$ cat config.mk
export PLATFORM = sky130hd
export DESIGN_NAME = sfe_event_queue
export DESIGN_NICKNAME = d
export VERILOG_FILES = /design/src/rtl/sfe_pkg.sv /design/src/rtl/sfe_sample_queue.sv /design/src/rtl/sfe_orient_track.sv /design/src/rtl/sfe_event_queue.sv
export SDC_FILE = /design/constraint.sdc
export NUM_CORES = 2
export LEC_CHECK = 0
export ABC_AREA = 1
export BUFFER_PORTS_ARGS = -buffer_cell sky130_fd_sc_hd__buf_4
export CAP_MARGIN = 20
export CORE_MARGIN = 3
export CORE_UTILIZATION = 38
export CTS_CLUSTER_DIAMETER = 80
export DETAILED_ROUTE_END_ITERATION = 6
export PLACE_DENSITY = 0.54
export SLEW_MARGIN = 20
export SYNTH_ARGS = -nofsm -noshare
export SYNTH_HDL_FRONTEND = slang
export SYNTH_HIERARCHICAL = 1
export SYNTH_SLANG_ARGS = --single-unit
$ cat constraint.sdc
create_clock -name sys_clk_i -period 16.7 [get_ports sys_clk_i]
set_clock_uncertainty 0.15 [all_clocks]
set_input_delay 3.34 -clock sys_clk_i [delete_from_list [all_inputs] [get_ports sys_clk_i]]
set_output_delay 3.34 -clock sys_clk_i [all_outputs]
set_load 0.02 [all_outputs]
$ cat src/rtl/sfe_pkg.sv
package sfe_pkg;

  localparam int unsigned CLK_HZ       = 25_000_000;
  localparam int unsigned INACT_LSB_MS = 1000;
  localparam int unsigned FALL_LSB_US  = 5000;
  localparam int unsigned INACT_TICK_CYC = CLK_HZ / 1000 * INACT_LSB_MS;
  localparam int unsigned FALL_TICK_CYC  = CLK_HZ / 1_000_000 * FALL_LSB_US;
  localparam int unsigned QUEUE_DEPTH  = 32;

  localparam logic [7:0] ADDR_INACT_THR  = 8'h25;
  localparam logic [7:0] ADDR_INACT_TIME = 8'h26;
  localparam logic [7:0] ADDR_AXIS_SEL   = 8'h27;
  localparam logic [7:0] ADDR_FALL_THR   = 8'h28;
  localparam logic [7:0] ADDR_FALL_TIME  = 8'h29;
  localparam logic [7:0] ADDR_EVENT_SRC  = 8'h30;
  localparam logic [7:0] ADDR_X_LO       = 8'h32;
  localparam logic [7:0] ADDR_Z_HI       = 8'h37;
  localparam logic [7:0] ADDR_QUEUE_CTL  = 8'h38;
  localparam logic [7:0] ADDR_QUEUE_STAT = 8'h39;
  localparam logic [7:0] ADDR_ORIENT_CFG = 8'h3B;
  localparam logic [7:0] REG_RESET       = 8'h00;

  localparam int unsigned QC_MODE_LO  = 6;
  localparam int unsigned QC_TRIG_SEL = 5;
  localparam int unsigned OC_3D_SEL   = 3;
  localparam int unsigned OC_DZ_LO    = 4;
  localparam int unsigned EV_ORIENT   = 4;
  localparam int unsigned EV_INACT    = 3;
  localparam int unsigned EV_FALL     = 2;
  localparam int unsigned EV_WMARK    = 1;
  localparam int unsigned EV_OVERRUN  = 0;

  typedef enum logic [1:0] {
    MODE_BYPASS = 2'h0,
    MODE_FILL   = 2'h1,
    MODE_STREAM = 2'h2,
    MODE_TRIG   = 2'h3
  } sfe_mode_t;

  typedef struct packed {
    logic signed [15:0] x;
    logic signed [15:0] y;
    logic signed [15:0] z;
  } sfe_sample_t;

  typedef struct packed {
    logic       wr;
    logic       rd;
    logic [7:0] addr;
    logic [7:0] wdata;
  } sfe_reg_req_t;

  typedef struct packed {
    logic orientation;
    logic inactivity;
    logic free_fall;
    logic watermark;
    logic overrun;
  } sfe_flags_t;

  function automatic logic [15:0] abs16(input logic signed [15:0] v);
    abs16 = v[15] ? 16'(-v) : 16'(v);
  endfunction : abs16

  // threshold lsb sits at bit 4 of the sample magnitude
  function automatic logic below_thr(input logic signed [15:0] v, input logic [7:0] thr);
    below_thr = abs16(v) < {4'h0, thr, 4'h0};
  endfunction : below_thr
endpackage : sfe_pkg

$ cat src/rtl/sfe_sample_queue.sv
`timescale 1ns/100ps
module sfe_sample_queue
  import sfe_pkg::*;
#(
  parameter int unsigned WIDTH = 48,
  parameter int unsigned DEPTH = 32,
  parameter int unsigned AW    = $clog2(DEPTH)
)
(
  input  wire logic             sys_clk_i,
  input  wire logic             rst_b_i,
  input  wire logic             flush_i,
  input  wire logic             push_i,
  input  wire logic             pop_i,
  input  wire logic [WIDTH-1:0] wdata_i,
  output logic      [WIDTH-1:0] rdata_o,
  output logic      [AW:0]      count_o
);
  logic [WIDTH-1:0] mem [DEPTH];
  logic [AW-1:0]    wr_ptr_reg;
  logic [AW-1:0]    rd_ptr_reg;
  logic [AW:0]      count_reg;
  logic             do_push;
  logic             do_pop;

  assign do_pop  = pop_i && (count_reg != '0);
  assign do_push = push_i && ((count_reg != (AW+1)'(DEPTH)) || do_pop);
  assign rdata_o = mem[rd_ptr_reg];
  assign count_o = count_reg;

  always_ff @(posedge sys_clk_i)
  begin
    if (do_push)
    begin
      mem[wr_ptr_reg] <= wdata_i;
    end
  end

  // count follows every push and pop in the same edge
  always_ff @(posedge sys_clk_i)
  begin
    if (!rst_b_i || flush_i)
    begin
      wr_ptr_reg <= '0;
      rd_ptr_reg <= '0;
      count_reg  <= '0;
    end
    else
    begin
      if (do_push)
      begin
        wr_ptr_reg <= AW'((wr_ptr_reg + 1'b1) % DEPTH);
      end
      if (do_pop)
      begin
        rd_ptr_reg <= AW'((rd_ptr_reg + 1'b1) % DEPTH);
      end
      count_reg <= count_reg + (AW+1)'(do_push) - (AW+1)'(do_pop);
    end
  end
endmodule : sfe_sample_queue

$ cat src/rtl/sfe_orient_track.sv
`timescale 1ns/100ps
module sfe_orient_track
  import sfe_pkg::*;
(
  input  wire logic         sys_clk_i,
  input  wire logic         rst_b_i,
  input  wire logic         sample_valid_i,
  input  wire sfe_sample_t  sample_i,
  input  wire logic         sel_3d_i,
  input  wire logic [2:0]   dead_zone_i,
  output logic              change_o
);
  logic [15:0] ax;
  logic [15:0] ay;
  logic [15:0] az;
  logic [15:0] big;
  logic [15:0] second;
  logic [15:0] margin;
  logic [2:0]  code;
  logic        valid;
  logic [2:0]  last_code_reg;
  logic        have_last_reg;

  assign margin = {3'h0, dead_zone_i, 10'h000};

  always_comb
  begin
    ax = abs16(sample_i.x);
    ay = abs16(sample_i.y);
    az = abs16(sample_i.z);
    if (ax >= ay && (!sel_3d_i || ax >= az))
    begin
      big    = ax;
      second = (sel_3d_i && az > ay) ? az : ay;
      code   = {2'h0, sample_i.x[15]};
    end
    else if (!sel_3d_i || ay >= az)
    begin
      big    = ay;
      second = (sel_3d_i && az > ax) ? az : ax;
      code   = {2'h1, sample_i.y[15]};
    end
    else
    begin
      big    = az;
      second = (ax > ay) ? ax : ay;
      code   = {2'h2, sample_i.z[15]};
    end
    // dominance inside the margin is the dead zone / hysteresis band
    valid = (big - second) > margin;
  end

  always_ff @(posedge sys_clk_i)
  begin
    if (!rst_b_i)
    begin
      last_code_reg <= 3'h0;
      have_last_reg <= 1'b0;
      change_o      <= 1'b0;
    end
    else
    begin
      change_o <= 1'b0;
      if (sample_valid_i && valid)
      begin
        last_code_reg <= code;
        have_last_reg <= 1'b1;
        change_o      <= have_last_reg && (code != last_code_reg);
      end
    end
  end
endmodule : sfe_orient_track

$ cat src/rtl/sfe_event_queue.sv
`timescale 1ns/100ps
module sfe_event_queue
  import sfe_pkg::*;
#(
  parameter int unsigned DEPTH          = QUEUE_DEPTH,
  parameter int unsigned INACT_TICK     = INACT_TICK_CYC,
  parameter int unsigned FALL_TICK      = FALL_TICK_CYC
)
(
  input  wire logic                 sys_clk_i,
  input  wire logic                 rst_b_i,
  input  wire sfe_reg_req_t         reg_req_i,
  output logic [7:0]                reg_rdata_o,
  input  wire logic                 sample_valid_i,
  input  wire sfe_sample_t          sample_i,
  input  wire logic                 event_line_one_i,
  input  wire logic                 event_line_two_i,
  output sfe_flags_t                event_flags_o
);
  import sfe_pkg::*;

  localparam int unsigned AW = $clog2(DEPTH);

  logic [7:0]   inactivity_threshold_reg;
  logic [7:0]   inactivity_time_reg;
  logic [7:0]   motion_axis_select_reg;
  logic [7:0]   fall_threshold_reg;
  logic [7:0]   fall_time_reg;
  logic [7:0]   queue_control_reg;
  logic [7:0]   orientation_config_reg;
  sfe_sample_t  out_sample_reg;
  logic         out_unread_reg;
  logic         out_loaded_reg;
  logic         trig_done_reg;
  logic         trimming_reg;
  logic         line_one_reg;
  logic         line_two_reg;
  logic         full_prev_reg;
  logic [31:0]  inact_pre_reg;
  logic [31:0]  fall_pre_reg;
  logic [8:0]   inact_cnt_reg;
  logic [8:0]   fall_cnt_reg;
  logic         inact_quiet_reg;
  logic         fall_quiet_reg;
  sfe_flags_t   flags_reg;

  sfe_mode_t    mode;
  logic [4:0]   samples_n;
  logic         is_write;
  logic         is_read;
  logic         data_read;
  logic         src_read;
  logic         flush;
  logic         push;
  logic         pop;
  logic         prefetch;
  logic         trig_edge;
  logic         full;
  logic         wmark;
  logic [AW:0]  count;
  sfe_sample_t  head;
  logic         orient_change;
  logic         inact_tick;
  logic         fall_tick;
  logic         inact_hit;
  logic         fall_hit;
  logic         bypass_over;
  logic         queue_over;

  assign mode      = sfe_mode_t'(queue_control_reg[QC_MODE_LO +: 2]);
  assign samples_n = queue_control_reg[4:0];
  assign is_write  = reg_req_i.wr;
  assign is_read   = reg_req_i.rd;
  // a read of the last data byte ends a sample burst and pops the queue
  assign data_read = is_read && (reg_req_i.addr == ADDR_Z_HI);
  assign src_read  = is_read && (reg_req_i.addr == ADDR_EVENT_SRC);
  assign flush     = (mode == MODE_BYPASS);
  assign full      = (count == (AW+1)'(DEPTH));
  assign wmark     = (count >= {1'b0, samples_n}) && (mode != MODE_BYPASS);

  // trigger comes from the rising edge of the selected event line
  assign trig_edge = queue_control_reg[QC_TRIG_SEL]
                   ? (event_line_two_i && !line_two_reg)
                   : (event_line_one_i && !line_one_reg);

  always_comb
  begin
    push = 1'b0;
    pop  = 1'b0;
    case (mode)
      MODE_FILL:
      begin
        push = sample_valid_i && !full;
      end
      MODE_STREAM:
      begin
        push = sample_valid_i;
        pop  = sample_valid_i && full;
      end
      MODE_TRIG:
      begin
        if (trig_done_reg)
        begin
          push = sample_valid_i && !full;
        end
        else
        begin
          push = sample_valid_i;
          pop  = sample_valid_i && full;
        end
      end
      default:
      begin
        push = 1'b0;
      end
    endcase
    prefetch = !flush && !out_loaded_reg && (count != '0) && !trimming_reg;
    // drop oldest entries one per cycle until only n remain
    if (trimming_reg && (count > (AW+1)'(samples_n)))
    begin
      pop = 1'b1;
    end
    if (prefetch)
    begin
      pop = 1'b1;
    end
  end

  assign bypass_over = (mode == MODE_BYPASS) && sample_valid_i && out_unread_reg;
  assign queue_over  = (mode != MODE_BYPASS) && full && !full_prev_reg;

  sfe_sample_queue #(
    .WIDTH (48),
    .DEPTH (DEPTH),
    .AW    (AW)
  ) u_queue (
    .sys_clk_i (sys_clk_i),
    .rst_b_i   (rst_b_i),
    .flush_i   (flush),
    .push_i    (push),
    .pop_i     (pop),
    .wdata_i   (sample_i),
    .rdata_o   (head),
    .count_o   (count)
  );

  sfe_orient_track u_orient (
    .sys_clk_i      (sys_clk_i),
    .rst_b_i        (rst_b_i),
    .sample_valid_i (sample_valid_i),
    .sample_i       (sample_i),
    .sel_3d_i       (orientation_config_reg[OC_3D_SEL]),
    .dead_zone_i    (orientation_config_reg[OC_DZ_LO +: 3]),
    .change_o       (orient_change)
  );

  always_ff @(posedge sys_clk_i)
  begin
    if (!rst_b_i)
    begin
      inactivity_threshold_reg <= REG_RESET;
      inactivity_time_reg      <= REG_RESET;
      motion_axis_select_reg   <= REG_RESET;
      fall_threshold_reg       <= REG_RESET;
      fall_time_reg            <= REG_RESET;
      queue_control_reg        <= REG_RESET;
      orientation_config_reg   <= REG_RESET;
    end
    else if (is_write)
    begin
      case (reg_req_i.addr)
        ADDR_INACT_THR:  inactivity_threshold_reg <= reg_req_i.wdata;
        ADDR_INACT_TIME: inactivity_time_reg      <= reg_req_i.wdata;
        ADDR_AXIS_SEL:   motion_axis_select_reg   <= reg_req_i.wdata;
        ADDR_FALL_THR:   fall_threshold_reg       <= reg_req_i.wdata;
        ADDR_FALL_TIME:  fall_time_reg            <= reg_req_i.wdata;
        ADDR_QUEUE_CTL:  queue_control_reg        <= reg_req_i.wdata;
        ADDR_ORIENT_CFG: orientation_config_reg   <= reg_req_i.wdata;
        default:         inactivity_threshold_reg <= inactivity_threshold_reg;
      endcase
    end
  end

  // axis output registers: live samples in bypass, queue head otherwise
  always_ff @(posedge sys_clk_i)
  begin
    if (!rst_b_i)
    begin
      out_sample_reg <= '0;
      out_unread_reg <= 1'b0;
      out_loaded_reg <= 1'b0;
    end
    else if (mode == MODE_BYPASS)
    begin
      out_loaded_reg <= 1'b0;
      if (sample_valid_i)
      begin
        out_sample_reg <= sample_i;
        out_unread_reg <= 1'b1;
      end
      else if (data_read)
      begin
        out_unread_reg <= 1'b0;
      end
    end
    else
    begin
      out_unread_reg <= 1'b0;
      if (prefetch)
      begin
        out_sample_reg <= head;
        out_loaded_reg <= 1'b1;
      end
      else if (data_read)
      begin
        out_loaded_reg <= 1'b0;
      end
    end
  end

  // trigger capture, single shot until bypass re-arms it
  always_ff @(posedge sys_clk_i)
  begin
    if (!rst_b_i)
    begin
      line_one_reg  <= 1'b0;
      line_two_reg  <= 1'b0;
      trig_done_reg <= 1'b0;
      trimming_reg  <= 1'b0;
      full_prev_reg <= 1'b0;
    end
    else
    begin
      line_one_reg  <= event_line_one_i;
      line_two_reg  <= event_line_two_i;
      full_prev_reg <= full;
      if (mode == MODE_BYPASS)
      begin
        trig_done_reg <= 1'b0;
        trimming_reg  <= 1'b0;
      end
      else if (mode == MODE_TRIG && trig_edge && !trig_done_reg)
      begin
        trig_done_reg <= 1'b1;
        trimming_reg  <= 1'b1;
      end
      else if (trimming_reg && (count <= (AW+1)'(samples_n) + (AW+1)'(pop)))
      begin
        trimming_reg <= 1'b0;
      end
    end
  end

  // inactivity and free-fall timers in ticks of 1 s and 5 ms
  assign inact_tick = (inact_pre_reg == 32'(INACT_TICK - 1));
  assign fall_tick  = (fall_pre_reg == 32'(FALL_TICK - 1));
  assign inact_hit  = inact_quiet_reg && (inact_cnt_reg > {1'b0, inactivity_time_reg});
  assign fall_hit   = fall_quiet_reg && (fall_cnt_reg > {1'b0, fall_time_reg});

  always_ff @(posedge sys_clk_i)
  begin
    if (!rst_b_i)
    begin
      inact_pre_reg   <= '0;
      fall_pre_reg    <= '0;
      inact_quiet_reg <= 1'b0;
      fall_quiet_reg  <= 1'b0;
    end
    else
    begin
      inact_pre_reg <= inact_tick ? '0 : inact_pre_reg + 32'h0000_0001;
      fall_pre_reg  <= fall_tick ? '0 : fall_pre_reg + 32'h0000_0001;
      if (sample_valid_i)
      begin
        inact_quiet_reg <= (motion_axis_select_reg[2:0] != 3'h0)
          && (!motion_axis_select_reg[2] || below_thr(sample_i.x, inactivity_threshold_reg))
          && (!motion_axis_select_reg[1] || below_thr(sample_i.y, inactivity_threshold_reg))
          && (!motion_axis_select_reg[0] || below_thr(sample_i.z, inactivity_threshold_reg));
        fall_quiet_reg <= below_thr(sample_i.x, fall_threshold_reg)
          && below_thr(sample_i.y, fall_threshold_reg)
          && below_thr(sample_i.z, fall_threshold_reg);
      end
    end
  end

  always_ff @(posedge sys_clk_i)
  begin
    if (!rst_b_i)
    begin
      inact_cnt_reg <= '0;
      fall_cnt_reg  <= '0;
    end
    else
    begin
      if (!inact_quiet_reg)
      begin
        inact_cnt_reg <= '0;
      end
      else if (inact_tick && inact_cnt_reg != 9'h1FF)
      begin
        inact_cnt_reg <= inact_cnt_reg + 9'h001;
      end
      if (!fall_quiet_reg)
      begin
        fall_cnt_reg <= '0;
      end
      else if (fall_tick && fall_cnt_reg != 9'h1FF)
      begin
        fall_cnt_reg <= fall_cnt_reg + 9'h001;
      end
    end
  end

  // latched flags, watermark excepted as it follows wmark; a set in the clearing cycle wins
  always_ff @(posedge sys_clk_i)
  begin
    if (!rst_b_i)
    begin
      flags_reg <= '0;
    end
    else
    begin
      flags_reg.watermark   <= wmark;
      flags_reg.overrun     <= (bypass_over || queue_over)
                             || (flags_reg.overrun && !data_read);
      flags_reg.orientation <= orient_change || (flags_reg.orientation && !src_read);
      flags_reg.inactivity  <= inact_hit || (flags_reg.inactivity && !src_read);
      flags_reg.free_fall   <= fall_hit || (flags_reg.free_fall && !src_read);
    end
  end

  assign event_flags_o = flags_reg;

  always_ff @(posedge sys_clk_i)
  begin
    if (!rst_b_i)
    begin
      reg_rdata_o <= 8'h00;
    end
    else if (is_read)
    begin
      case (reg_req_i.addr)
        ADDR_INACT_THR:  reg_rdata_o <= inactivity_threshold_reg;
        ADDR_INACT_TIME: reg_rdata_o <= inactivity_time_reg;
        ADDR_AXIS_SEL:   reg_rdata_o <= motion_axis_select_reg;
        ADDR_FALL_THR:   reg_rdata_o <= fall_threshold_reg;
        ADDR_FALL_TIME:  reg_rdata_o <= fall_time_reg;
        ADDR_QUEUE_CTL:  reg_rdata_o <= queue_control_reg;
        ADDR_ORIENT_CFG: reg_rdata_o <= orientation_config_reg;
        ADDR_EVENT_SRC:  reg_rdata_o <= {3'h0, flags_reg};
        ADDR_QUEUE_STAT: reg_rdata_o <= {trig_done_reg, 1'b0, 6'(count)};
        8'h32:           reg_rdata_o <= out_sample_reg.x[7:0];
        8'h33:           reg_rdata_o <= out_sample_reg.x[15:8];
        8'h34:           reg_rdata_o <= out_sample_reg.y[7:0];
        8'h35:           reg_rdata_o <= out_sample_reg.y[15:8];
        8'h36:           reg_rdata_o <= out_sample_reg.z[7:0];
        ADDR_Z_HI:       reg_rdata_o <= out_sample_reg.z[15:8];
        default:         reg_rdata_o <= 8'h00;
      endcase
    end
  end
endmodule : sfe_event_queue

# Word-level counts from Yosys, hierarchy flattened
# Memories as Yosys holds them, arrays and structs flattened. A register that Yosys moved wholly into a read port is not among the register bits.
# Index checks and enable logic that the tools add are counted.
word_totals:
  ram_bits: 1536
  elab_cells: 214
  mem_count: 1
  reg_bits: 229
  in_bits: 71
classes:
  n_bitwise: 1
  addsub: 13
  muxes: 32
  n_lt_le_gt_ge: 18
  n_reduce_logical: 88
  eq_ne: 26
mem_list:
  columns: ["memory", "depth", "width", "read_ports", "rd_ports_with_merged_regs", "wr", "line_no", "source"]
  rows:
  - ["u_queue.mem", 32, 48, 1, 1, 1, "sfe_sample_queue.sv:19", "logic [WIDTH-1:0] mem [DEPTH];"]
op_table:
  columns: ["cell", "count"]
  rows:
  - ["two-way mux 16 bit", 10]
  - ["two-way mux 48 bit", 3]
  - ["equality test 8 x 6 -> 1 bit, second input constant", 15]
  - ["one-hot mux 8 bit (15 select lines)", 1]
  - ["< comparator 16 x 12 -> 1 bit", 6]
  - ["adder 32 x 1 -> 32 bit, second input constant", 2]
  - [">= comparator 16 bit", 3]
  - ["> comparator 16 bit", 3]
  - ["negation 16 bit", 3]
  - ["logical AND 1 bit", 38]
  - ["equality test 32 x 17 -> 1 bit, second input constant", 1]
  - ["equality test 32 x 25 -> 1 bit, second input constant", 1]
  - ["AND reduction 2 bit", 12]
  - ["adder 9 x 1 -> 9 bit, second input constant", 2]
  - ["> comparator 9 x 8 -> 1 bit", 2]
  - ["inequality test 9 bit, second input constant", 2]
  - ["> comparator 16 x 13 -> 1 bit", 1]
  - ["subtractor 16 bit", 1]
  - ["zero test 1 bit", 15]
  - ["logical OR 1 bit", 12]
  - ["two-way mux 1 bit", 12]
  - ["adder 5 x 1 -> 5 bit, second input constant", 2]
  - ["two-way mux 5 bit", 2]
  - ["nonzero test 2 bit", 5]
  - ["20 further kinds", 24]

# Depth between registers and ports, before layout
logic_depth:
  word_depth: 11
  depth_mapped: 52
  mapped_depth_nobuf: 50

# Hierarchy
# Netlist, hierarchy kept.
by_module_without_submodules:
  columns: ["mod", "seq_area_each_um2", "instances", "cells_each", "area_each_um2"]
  rows:
  - ["sfe_sample_queue", 46544.6, 1, 5356, 63036.7]
  - ["sfe_event_queue", 4164.0, 1, 1870, 12652.1]
  - ["sfe_orient_track", 100.1, 1, 812, 4749.6]

# Worst setup path before layout
# No wires, ideal clock.
synth_timing:
  path_kind: "input -> register"
  from: "input sample_i[16] in the netlist's numbering"
  to: "register u_orient.last_code_reg[0]"
  path_slack_ns: 7.515
  arrival_time_ns: 8.920
  stages: 49
  n_path_buf: 2
  setup_time_ns: 0.115
  t_required_ns: 16.435
  path_cell_list: "inv_2 ha_1 inv_1 nor3_2 nand3_1 nor2_1 inv_1 o31ai_1 xor2_1 inv_1 ha_1 nand2_1 inv_1 nand2_1 nand2_1 a21oi_2 nand4_4 nand2_8 [13 not listed] nand2_1 nand3_2 nand2_1 xor2_1 ha_1 nand3_1 nor3_1 nand2_1 nor2_1 nand3_1 nor2_1 nand4_1 nand2_1 nand2_1 nor2_1 nand2_4 a21oi_1 nor2_1"
synth_via:
  elab_chain_len: 9
  word_cells_on_any_way: 20
  cone_classes: "add/sub: 2; order compare: 5; mux: 9; reduce/logical: 4"
synth_lines:
  columns: ["item", "line_no", "source"]
  rows:
  - ["start, declared", "sfe_event_queue.sv:15", "input wire sfe_sample_t sample_i,"]
  - ["negation 16 bit", "sfe_pkg.sv:62", "abs16 = v[15] ? 16'(-v) : 16'(v);"]
  - ["two-way mux 16 bit *", "sfe_pkg.sv:62", null]
  - ["> comparator 16 bit (tied with other cells)", "sfe_orient_track.sv:46", "second = (ax > ay) ? ax : ay;"]
  - ["two-way mux 16 bit (tied with other cells)", "sfe_orient_track.sv:46", null]
  - ["two-way mux 16 bit, on equally long branches", "sfe_orient_track.sv:37, sfe_orient_track.sv:34", null]
  - ["two-way mux 16 bit", "sfe_orient_track.sv:31", "if (ax >= ay && (!sel_3d_i || ax >= az))"]
  - ["subtractor 16 bit", "sfe_orient_track.sv:50", "valid = (big - second) > margin;"]
  - ["> comparator 16 x 13 -> 1 bit", "sfe_orient_track.sv:50", null]
  - ["logical AND 1 bit", "sfe_orient_track.sv:64", "if (sample_valid_i && valid)"]
  - ["end signal, assigned", "sfe_orient_track.sv:66", "last_code_reg <= code;"]
  - ["end, declared", "sfe_orient_track.sv:21", "logic [2:0] last_code_reg;"]
# Every way passes the cells marked *; elsewhere a longest branch is shown, timed or not.
# A chain may end at the register's enable or synchronous reset.

# Worst setup path in the final report
layout_timing:
  from: "input sample_i[32] in the netlist's numbering"
  to: "register u_orient.last_code_reg[1]"
layout_via:
  elab_chain_len: 10
  word_cells_on_any_way: 18
  cone_classes: "add/sub: 2; order compare: 5; mux: 7; reduce/logical: 4"
layout_lines:
  columns: ["item", "line_no", "source"]
  rows:
  - ["negation 16 bit", "sfe_pkg.sv:62", null]
  - ["two-way mux 16 bit *", "sfe_pkg.sv:62", null]
  - ["> comparator 16 bit", "sfe_orient_track.sv:40", "second = (sel_3d_i && az > ax) ? az : ax;"]
  - ["logical AND 1 bit", "sfe_orient_track.sv:40", null]
  - ["two-way mux 16 bit", "sfe_orient_track.sv:40", null]
  - ["two-way mux 16 bit", "sfe_orient_track.sv:37", "else if (!sel_3d_i || ay >= az)"]
  - ["two-way mux 16 bit", "sfe_orient_track.sv:31", null]
  - ["subtractor 16 bit", "sfe_orient_track.sv:50", null]
  - ["> comparator 16 x 13 -> 1 bit", "sfe_orient_track.sv:50", null]
  - ["logical AND 1 bit", "sfe_orient_track.sv:64", null]
# Marked as above.

==> results.sh <==
export IMPL_status="finished clean"
export IMPL_grt_pass1_wl_um=386000
export IMPL_clkSinkCount=1770
export IMPL_vias=59100
export IMPL_nNetsFinal=8257
export IMPL_yosysWarnings=6
export IMPL_rsz0062_at_grt="no"
export IMPL_synth_distinct_cells=68
export IMPL_initial_utilization_pct=38.3
export IMPL_async_flop_share_pct=0
export IMPL_crit_top_cell="nand2_1"
export IMPL_met1_usage_pct=31.8
export IMPL_drc=0
export IMPL_via_per_inst=5.37
export IMPL_die_area_um2=217000
export IMPL_path_max_fanout=38
export IMPL_dp_hpwl_um=148000
export IMPL_grt_busiest_layer="met2"
export IMPL_postCtsResizedCells=0
export IMPL_gp_congestion=0.948
export IMPL_first_pass_iters=6
export IMPL_fill_cells=20000
export IMPL_cp_depth=48
export IMPL_grt_antenna_before_repair=15
export IMPL_ff2ff_path_depth=34
export IMPL_num_rows=168
export IMPL_startpoint_type="input pin"
export IMPL_synth_edf_count=1536
export IMPL_cts_made_buffers=190
export IMPL_ios=84
export IMPL_avgSynthCellArea_um2=10.0
export IMPL_finalCritPeriodShare_pct=62.9
export IMPL_met3_usage_pct=3.69
export IMPL_fin_setup_tns_ns=0
export IMPL_use_met2_pct=40.0
export IMPL_hold_path_class="reg -> reg"
export IMPL_drive_gt1_share_pct=7.90
export IMPL_setup_viol=0
export IMPL_syn_nets=8271
export IMPL_grt_overflow=0
export IMPL_p_leak_nw=33.4
export IMPL_hold_buffers=0
export IMPL_fmax_mhz=95.2
export IMPL_finalCriticalPeriod_ns=10.51
export IMPL_max_stage_delay_ns=0.48
export IMPL_clockBufferDepth=3
export IMPL_track_usage_pct=23.9
export IMPL_syn_area_um2=80400
export IMPL_ys_seq_elements=1770
export IMPL_portBuffers=83
export IMPL_die_y_um=466
export IMPL_core_area_um2=210000
export IMPL_crit_required_ns=17.33
export IMPL_crit_slowest_cell="xor2_1"
export IMPL_final_common_cell="nand2_1"
export IMPL_clockRootBuffer="clkbuf_16"
export IMPL_irDropWorstVdd_mv=0.111
export IMPL_multi_input_area_um2=26200
export IMPL_relSlewSlack_pct=23.4
export IMPL_whs_path_depth=2
export IMPL_syn_inst=8038
export IMPL_cts_clk_slew_worst_paths_ns=0.06
export IMPL_tightestPinTransition_ns=1.15
export IMPL_p_per_area_nw_per_um2=106
export IMPL_insertion_delay_ns=0.87
export IMPL_ys_flop_type="edfxtp_1"
export IMPL_ant_nets=0
export IMPL_timing_hold_ws_ns=0.300
export IMPL_hold_viol_final=0
export IMPL_drt_iter0_drc=5862
export IMPL_drt_total_wl_um=264000
export IMPL_grt_pass1_vias=56300
export IMPL_grt_max_degree=251
export IMPL_drv_slew=0
export IMPL_maxCapViolations=0
export IMPL_die_w_um=466
export IMPL_arrival_ns=11.14
export IMPL_cts_htree_levels=4
export IMPL_yosysTopAreaCellShare_pct=57.3
export IMPL_seq_area_um2=50800
export IMPL_tritoncts="yes"
export IMPL_critical_path_top_delay_family="simple AND/OR/NAND/NOR gates"
export IMPL_synth_area_top_cells="edfxtp_1 (57%), nand2_1 (13%), nand3_1 (8.0%)"
export IMPL_post_cts_buffers=0
export IMPL_synth_seq_area_share_pct=63.2
export IMPL_endpoint_kind="flop"
export IMPL_path_buf_inv=6
export IMPL_area_growth_pct=11.8
export IMPL_synth_top_area_cell="edfxtp_1"
export IMPL_layout_common_cells="nand2_1 (2822), edfxtp_1 (1536), nand3_1 (1281)"
export IMPL_wl_per_cell_um=24.0
export IMPL_critical_path_class="in -> reg"
export IMPL_largest_reg_flops=1536
==> layer usage <==
| metal | wire, um | part of all wire (%) |
|---|---|---|
| met5 | 18 | 0.0068 |
| met4 | 8720 | 3.3 |
| met3 | 17100 | 6.5 |
| met2 | 127000 | 48 |
| met1 | 111000 | 42 |
==> synth_stat cells, types with 5 or more instances <==
master / instances
dfxtp_1: 234
xnor2_1: 24
buf_4: 42
o22ai_1: 19
or2_2: 11
a21oi_1: 220
nand2_2: 17
buf_1: 37
nand3_2: 16
xor2_1: 76
nand2_1: 2822
inv_2: 15
a31oi_1: 52
nor2_2: 15
ha_1: 160
o21ai_0: 193
nor3b_1: 8
buf_6: 25
nor4_1: 23
inv_1: 391
edfxtp_1: 1536
nor2_1: 264
nor3_2: 5
nand3b_1: 6
buf_2: 184
nor3_1: 53
a211oi_1: 12
nand3_1: 1281
clkbuf_1: 117
nand4_1: 62
o211ai_1: 13
nor2_4: 9
o21ai_1: 12
o221ai_1: 11
==> area by class of cell <==
class	instances	share of cell area, %
sequential	1770	56.5
antenna	9	0.0250
clock inverter	109	1.14
multi-input combinational	5450	29.2
timing repair buffer	201	1.76
clock buffer	246	5.72
tap	2805	3.90
inverter	411	1.76
==> power breakdown <==
group / switching [mW] / leakage [nW] / internal, mW
clock: 1.80 / 2.99 / 2.36
combinational: 0.389 / 14.7 / 0.177
sequential: 0.0148 / 15.7 / 4.81
==> kinds of logic (layout without fill, tap and decap cells) <==
family / Yosys count / count (layout) / share of synthesized area (%)
and+or+nand+nor: 4615 / 4615 / 24.6
buffers and inverters: 818 / 967 / 4.57
xor gates and xnor gates: 101 / 101 / 1.11
adders and majority gates: 162 / 162 / 2.54
DFF: 1770 / 1770 / 63.2
other: 0 / 9 / 0
AOI/OAI and AO/OA: 572 / 572 / 3.99
==> metrics by stage <==
| stage | worst slack (ns) | cells | power [mW] | cell area (um2) | util, % |
|---|---|---|---|---|---|
| floorplan | 7.52 | 8038 | 5.26 | 80400 | - |
| global placement | 5.31 | 10600 | 5.48 | 83700 | 39.8 |
| detailed placement | 5.41 | 10600 | 5.48 | 83700 | 39.9 |
| CTS | 6.28 | 11000 | 9.62 | 89900 | 42.8 |
| global route | 5.37 | 11000 | 9.87 | 89900 | 42.8 |
| finish | 6.19 | 11000 | 9.55 | 89900 | 42.8 |
==> tightest hold or removal path, stage by stage (launching register included) <==
cell     delay, ns
dfxtp_1       0.30
inv_1         0.05
a21oi_1       0.05
==> worst paths after layout <==
path | from | endpoint | slack, ns
setup / recovery | sample_i[32] | u_orient/last_code_reg[1] | 6.19
setup reg to reg | orientation_config_reg[3] | u_orient/last_code_reg[1] | 10.96
hold / removal | orientation_config_reg[1] | orientation_config_reg[1] | 0.30
hold reg to reg | orientation_config_reg[1] | orientation_config_reg[1] | 0.30
No activity file was read; power rests on OpenSTA's default activity.
